### src/irs_slave.sv
// Two-wire register access slave: constants package and slave logic
`default_nettype none

package irs_pkg;
  localparam int ADDR_W = 16;
  localparam int DATA_W = 8;
  localparam logic [3:0] ADDR_UPPER = 4'hb;
  localparam logic [1:0] SEL_LOW = 2'h0;
  localparam logic [1:0] SEL_OPEN = 2'h1;
  localparam logic [1:0] SEL_HIGH = 2'h2;
  localparam logic [3:0] SEL_LEVELS = 4'h3;
  localparam logic [3:0] SEL_CODE_OFF = 4'h8;
  localparam logic [3:0] BYTE_BITS = 4'h8;
  localparam logic [1:0] IDX_HIGH = 2'h0;
  localparam logic [1:0] IDX_LOW = 2'h1;
  localparam logic [1:0] IDX_DATA = 2'h2;
  localparam logic [ADDR_W-1:0] PTR_RESET = 16'h0000;
  typedef enum logic [1:0] {ST_IDLE, ST_ADDR, ST_RX, ST_TX} irs_state_t;
endpackage

// Behaviour
// - Data line changes only while clock is low; stays stable while clock high.
// - Data falling while clock high is a start; begins address reception.
// - Data rising while clock high is a stop; ends the transfer.
// - Bytes are eight bits, MSB first, followed by an acknowledge slot.
// - Receiver acknowledges by pulling data low on the ninth clock pulse.
// - Released data line on the ninth pulse means refused or final byte.
// - Address byte is 7-bit address then direction bit, 0 write, 1 read.
// - Acknowledge only own address; otherwise stay idle until next start.
// - Address is 1011 plus select-pin code; one pin combination disables port.
// - First two write bytes load the 16-bit register pointer, high first.
// - Any number of following write bytes are stored from the pointer onward.
// - Read returns bytes from the pointer while the master acknowledges.
// - Master non-acknowledge ends a read; device releases the data line.
// - Repeated start accepted; start or stop anywhere discards partial byte.
// - Address-only write followed by stop just sets the pointer.
// - Combined format: pointer write, repeated start, then read from pointer.
// - Slave only, never drives the clock; standard and fast rates both work.
module irs_slave (
  // Clock and reset
  input wire logic ref_clk_i,
  input wire logic sys_rst_i,
  // Two-wire bus pins
  input wire logic scl_i,
  input wire logic sda_i,
  output logic sda_o,
  output logic sda_oe_n_o,
  // Three-level address select straps
  input wire logic [1:0] port_select_upper_pin_i,
  input wire logic [1:0] port_select_lower_pin_i,
  // Control register access
  output logic [irs_pkg::ADDR_W-1:0] reg_addr_o,
  output logic [irs_pkg::DATA_W-1:0] reg_wdata_o,
  output logic reg_wr_o,
  output logic reg_rd_o,
  input wire logic [irs_pkg::DATA_W-1:0] reg_rdata_i,
  // Status
  output logic port_off_o
);

  logic scl_m_r, scl_s_r, scl_d_r;
  logic sda_m_r, sda_s_r, sda_d_r;
  logic [1:0] selu_m_r, selu_s_r, sell_m_r, sell_s_r;
  irs_pkg::irs_state_t st_r;
  logic [3:0] bitcnt_r;
  logic in_ack_r, rw_r, nack_r;
  logic [1:0] byte_idx_r;
  logic [irs_pkg::DATA_W-1:0] shift_r, tx_byte_r;
  logic [irs_pkg::ADDR_W-1:0] ptr_r;

  // Clock is only sampled, never driven
  always_ff @(posedge ref_clk_i or posedge sys_rst_i) begin
    if (sys_rst_i) begin
      {scl_m_r, scl_s_r, scl_d_r} <= 3'h7;
      {sda_m_r, sda_s_r, sda_d_r} <= 3'h7;
      {selu_m_r, selu_s_r, sell_m_r, sell_s_r} <= 8'h00;
    end else begin
      {scl_m_r, scl_s_r, scl_d_r} <= {scl_i, scl_m_r, scl_s_r};
      {sda_m_r, sda_s_r, sda_d_r} <= {sda_i, sda_m_r, sda_s_r};
      {selu_m_r, selu_s_r} <= {port_select_upper_pin_i, selu_m_r};
      {sell_m_r, sell_s_r} <= {port_select_lower_pin_i, sell_m_r};
    end
  end

  wire scl_rise = scl_s_r & ~scl_d_r;
  wire scl_fall = ~scl_s_r & scl_d_r;
  wire start_evt = scl_s_r & scl_d_r & sda_d_r & ~sda_s_r;
  wire stop_evt = scl_s_r & scl_d_r & ~sda_d_r & sda_s_r;
  wire [3:0] sel_code = {2'h0, selu_s_r} * irs_pkg::SEL_LEVELS + {2'h0, sell_s_r};
  wire port_off = (sel_code == irs_pkg::SEL_CODE_OFF);
  wire [6:0] own_addr = {irs_pkg::ADDR_UPPER, sel_code[2:0]};
  wire addr_match = (shift_r[7:1] == own_addr) & ~port_off;
  wire byte_end = scl_fall & ~in_ack_r & (bitcnt_r == irs_pkg::BYTE_BITS);
  wire ack_end = scl_fall & in_ack_r;
  wire [1:0] idx_nxt = (byte_idx_r == irs_pkg::IDX_DATA) ? byte_idx_r : byte_idx_r + 2'h1;

  always_ff @(posedge ref_clk_i or posedge sys_rst_i) begin
    if (sys_rst_i) begin
      port_off_o <= 1'b0;
      sda_o <= 1'b0;
    end else begin
      port_off_o <= port_off;
      sda_o <= 1'b0;
    end
  end

  always_ff @(posedge ref_clk_i or posedge sys_rst_i) begin
    if (sys_rst_i) begin
      st_r <= irs_pkg::ST_IDLE;
      bitcnt_r <= 4'h0;
      in_ack_r <= 1'b0;
      rw_r <= 1'b0;
      nack_r <= 1'b0;
      byte_idx_r <= irs_pkg::IDX_HIGH;
      shift_r <= 8'h00;
      tx_byte_r <= 8'h00;
      ptr_r <= irs_pkg::PTR_RESET;
      sda_oe_n_o <= 1'b1;
      reg_addr_o <= irs_pkg::PTR_RESET;
      reg_wdata_o <= 8'h00;
      reg_wr_o <= 1'b0;
      reg_rd_o <= 1'b0;
    end else begin
      reg_wr_o <= 1'b0;
      reg_rd_o <= 1'b0;
      // Read data is valid while the read strobe is high
      if (reg_rd_o) begin
        tx_byte_r <= reg_rdata_i;
      end
      if (start_evt) begin
        st_r <= irs_pkg::ST_ADDR;
        bitcnt_r <= 4'h0;
        in_ack_r <= 1'b0;
        byte_idx_r <= irs_pkg::IDX_HIGH;
        sda_oe_n_o <= 1'b1;
      end else if (stop_evt) begin
        st_r <= irs_pkg::ST_IDLE;
        in_ack_r <= 1'b0;
        sda_oe_n_o <= 1'b1;
      end else if (st_r != irs_pkg::ST_IDLE) begin
        if (scl_rise && !in_ack_r) begin
          shift_r <= {shift_r[6:0], sda_s_r};
          bitcnt_r <= bitcnt_r + 4'h1;
        end
        if (scl_rise && in_ack_r) begin
          nack_r <= sda_s_r;
        end
        if (byte_end) begin
          case (st_r)
            irs_pkg::ST_ADDR: begin
              if (addr_match) begin
                in_ack_r <= 1'b1;
                sda_oe_n_o <= 1'b0;
                rw_r <= shift_r[0];
                if (shift_r[0]) begin
                  reg_rd_o <= 1'b1;
                  reg_addr_o <= ptr_r;
                end
              end else begin
                st_r <= irs_pkg::ST_IDLE;
              end
            end
            irs_pkg::ST_RX: begin
              in_ack_r <= 1'b1;
              sda_oe_n_o <= 1'b0;
              byte_idx_r <= idx_nxt;
              case (byte_idx_r)
                irs_pkg::IDX_HIGH: ptr_r[15:8] <= shift_r;
                irs_pkg::IDX_LOW: ptr_r[7:0] <= shift_r;
                default: begin
                  reg_wr_o <= 1'b1;
                  reg_addr_o <= ptr_r;
                  reg_wdata_o <= shift_r;
                  ptr_r <= ptr_r + 16'h0001;
                end
              endcase
            end
            irs_pkg::ST_TX: begin
              in_ack_r <= 1'b1;
              sda_oe_n_o <= 1'b1;
              reg_rd_o <= 1'b1;
              reg_addr_o <= ptr_r;
            end
            default: st_r <= irs_pkg::ST_IDLE;
          endcase
        end else if (ack_end) begin
          in_ack_r <= 1'b0;
          bitcnt_r <= 4'h0;
          case (st_r)
            irs_pkg::ST_ADDR: begin
              if (rw_r) begin
                st_r <= irs_pkg::ST_TX;
                sda_oe_n_o <= tx_byte_r[7];
                ptr_r <= ptr_r + 16'h0001;
              end else begin
                st_r <= irs_pkg::ST_RX;
                sda_oe_n_o <= 1'b1;
              end
            end
            irs_pkg::ST_RX: sda_oe_n_o <= 1'b1;
            irs_pkg::ST_TX: begin
              if (nack_r) begin
                st_r <= irs_pkg::ST_IDLE;
                sda_oe_n_o <= 1'b1;
              end else begin
                sda_oe_n_o <= tx_byte_r[7];
                ptr_r <= ptr_r + 16'h0001;
              end
            end
            default: st_r <= irs_pkg::ST_IDLE;
          endcase
        end else if (scl_fall && st_r == irs_pkg::ST_TX && !in_ack_r) begin
          sda_oe_n_o <= tx_byte_r[~bitcnt_r[2:0]];
        end
      end
    end
  end
endmodule

`default_nettype wire

### config.mk
export PLATFORM = sky130hd
export DESIGN_NAME = irs_slave
export DESIGN_NICKNAME = d
export VERILOG_FILES = /design/src/irs_slave.sv
export SDC_FILE = /design/constraint.sdc
export NUM_CORES = 1
export LEC_CHECK = 0
export CAP_MARGIN = 20
export CORE_MARGIN = 1.5
export CORE_UTILIZATION = 60
export DETAILED_ROUTE_END_ITERATION = 10
export DONT_BUFFER_PORTS = 1
export HOLD_SLACK_MARGIN = 0.06
export PLACE_DENSITY_LB_ADDON = 0.12
export SKIP_CTS_REPAIR_TIMING = 1
export SLEW_MARGIN = 20
export SYNTH_ARGS = -nofsm -noshare
export SYNTH_HDL_FRONTEND = slang
export SYNTH_SLANG_ARGS = --single-unit
### constraint.sdc
create_clock -name ref_clk_i -period 4.2 [get_ports ref_clk_i]
set_clock_uncertainty 0.15 [all_clocks]
set_input_delay 0.21 -clock ref_clk_i [delete_from_list [all_inputs] [get_ports ref_clk_i]]
set_output_delay 0.21 -clock ref_clk_i [all_outputs]
set_load 0.05 [all_outputs]
==> results_dict.tcl <==
set metrics [dict create \
    drv_slew 0 \
    cts-htree-levels 3 \
    fin_util_pct 68.6 \
    power_density_nw_per_um2 340 \
    place_congestion 0.865 \
    ant_nets 0 \
    p_int_w 0.00118 \
    netlist_area_um2 4300 \
    async_flop_share_pct 100 \
    power_frac_seq_pct 55.2 \
    seq_area_frac_synth_pct 49.7 \
    p_sw_share_pct 26.5 \
    fp.dieW_um 87.7 \
    period_minus_slack_ns 3.50 \
    p_leak_nw 2.15 \
    die_area_um2 7690 \
    timing.hold.ws_ns 0.206 \
    yosysUniqueCellTypes 61 \
    area_growth_pct 9.48 \
    crit_type "flip-flop to flip-flop" \
    crit_arrival_ns 3.61 \
    drc 0 \
    hold_viol_final 0 \
    cts.path.max_buffers 2 \
    overflow 0 \
    post_dp_cell_area_um2 4350 \
    antenna_cells 0 \
    clockPowerShare_pct 37.6 \
    grt_pass1_vias 2794 \
    setup_tns_ns 0 \
    final.period_utilization_pct 83.3 \
    finalSetupViolCount 0 \
    clock_latency_ns 0.37 \
    synthesis.nets 411 \
    ir_drop_mv 0.249 \
    grt_pass1_wl_mm 13.5 \
    cts-root-buf "clkbuf_8" \
    switchingPower_w 0.000423 \
    wirelength_mm 8.33 \
    initial_utilization_pct 62.6 \
    share_comb_of_total_power_pct 7.2 \
    antenna_found_initial 0 \
    num_vias 2953 \
    drt-vias-per-instance 6.00 \
    drt_iter0_drc 122 \
    cp_max_fo 16 \
    maxSlewHeadroom_pct 37.4 \
    cts_tree "done" \
    worstSetupEndpointType "flip-flop" \
    first_pass_iters 4 \
    portBuffers 0 \
    crit_required_ns 4.31 \
    clk_pin_slew_ns 0.09 \
    syn_avg_cell_area_um2 11.4 \
    final_nets 424 \
    hpwl_mm 5.79 \
    finalPower_w 0.00160 \
    tightest_slew_ns 0.935 \
    cp-start-kind "flip-flop" \
    rsz0062_at_grt "false" \
    synthFlopType "dfrtp_1" \
    clock-sinks 85 \
    cts_made_buffers 9 \
    synth_enable_flop_cells 0 \
    hold_path_class "flip-flop to flip-flop" \
    core_area_um2 6870 \
    timing.reg2reg.setup_slack_ns 0.70 \
    synth-seq-cells 85 \
    dieHeight_um 87.7 \
    synth_cells 378 \
    io_pins 45 \
    rows 30 \
    ys_warn_count 0 \
    fmax_mhz 286 \
    post_drt_wl_per_cell_um 16.9 \
    grt_start_max_net_pins 53 \
    post-route-cell-area_um2 4710 \
    maxCapViolCount 0 \
    layout-drive-gt1-share_pct 19.2 \
    status "finished clean" \
    grt_usage_pct 23.0 \
]
-- path summary, 6_finish.rpt --
check | depth (start not counted) | startpoint | endpoint
max | 9 | selu_s_r[0] | reg_addr_o[11]
min | 0 | sell_m_r[0] | sell_s_r[0]
max reg2reg | 9 | selu_s_r[0] | reg_addr_o[11]
min reg2reg | 0 | sell_m_r[0] | sell_s_r[0]
max in group asynchronous | 3 | sys_rst_i | scl_s_r
min in group asynchronous | 2 | sys_rst_i | selu_s_r[0]
-- synth_stat cells (6+ instances only) --
cell	number	share of area, %
dfrtp_1	78	45
mux2_2	31	8.1
nand2_1	26	2.3
nor2_1	23	2.0
o21ai_0	22	2.6
inv_1	20	1.7
a21oi_1	17	2.0
ha_1	15	4.4
nand3_1	13	1.5
mux2_4	10	3.5
a2bb2oi_1	9	1.8
mux2i_1	9	2.1
clkbuf_1	7	0.61
dfstp_2	7	4.3
buf_2	6	0.70
-- state kept, by name, indices dropped and copies added, names as in the netlist, 4 cells and up --
name / count
bitcnt_r: 4
reg_addr_o: 16
ptr_r: 16
reg_wdata_o: 8
tx_byte_r: 8
shift_r: 8
-- cell usage in the layout, fill, tap and decap left out, types with 4 or more instances in the layout --
cell type / instances
o21ai_0: 22
nand3_1: 13
dfstp_2: 7
mux2i_1: 9
a21oi_1: 17
mux2_4: 10
nand2_1: 26
o22ai_1: 5
dlygate4sd3_1: 15
dfrtp_1: 78
inv_1: 19
mux2_2: 31
ha_1: 15
o211ai_1: 4
nor2_1: 23
a2bb2oi_1: 9
nor3_1: 5
clkbuf_8: 9
and2_1: 5
-- worst max-delay path: stages, from the launching register on --
cell and delay, ns:
dfrtp_1 0.36, inv_1 0.06, fa_1 0.54, inv_1 0.04, ha_1 0.20, fa_1 0.53
xnor2_1 0.14, nand4b_1 0.29, a21oi_4 0.65, mux2_2 0.41
-- routing by layer --
layer	vias to the layer above	track usage, %	wire (um)	part of all wire [%]
li1	1381	-	-	-
met4	0	9.67	187	2.2
met3	17	4.81	340	4.1
met2	92	37.1	3990	48
met5	-	0	0	0
met1	1463	30.3	3820	46
-- power by group through the flow --
stage | Sequential [W] | Combinational [W] | Clock (W)
after detailed placement | 0.000899 | 0.000103 | 0
after global placement | 0.000897 | 0.0000994 | 0
after floorplan | 0.000882 | 0.0000917 | 0
after global routing | 0.000887 | 0.000129 | 0.000643
after CTS | 0.000883 | 0.000105 | 0.000607
final | 0.000882 | 0.000116 | 0.000601
-- metrics by stage --
| step | setup WS, ns | std cells |
|---|---|---|
| 6_report | 0.701 | 492 |
| 5_1_grt | 0.494 | 492 |
| 4_1_cts | 0.663 | 477 |
| 3_5_place_dp | 0.707 | 461 |
| 3_3_place_gp | 0.789 | 461 |
| 2_1_floorplan | 1.14 | 378 |
-- cells by family after synthesis --
kind of cell	after synthesis	share of synthesized area (%)
AOI/OAI and AO/OA	81	12.6
other	1	0.0872
DFF	85	49.7
muxes	51	14.2
and+or+nand+nor	102	13.2
adders and majority gates	17	5.29
buffers and inverters	35	3.69
xor gates and xnor gates	6	1.22
-- final cells by class --
cell class / count / area, um^2
inverters: 20 / 76.3
flip-flops and latches: 85 / 2140
clock inverters: 7 / 81.3
repair buffers: 17 / 165
clock buffers: 9 / 124
multi-input cells: 258 / 2010
fillers: 533 / 2160
well taps: 96 / 120
Note: power is estimated with default switching activity, not from simulation.
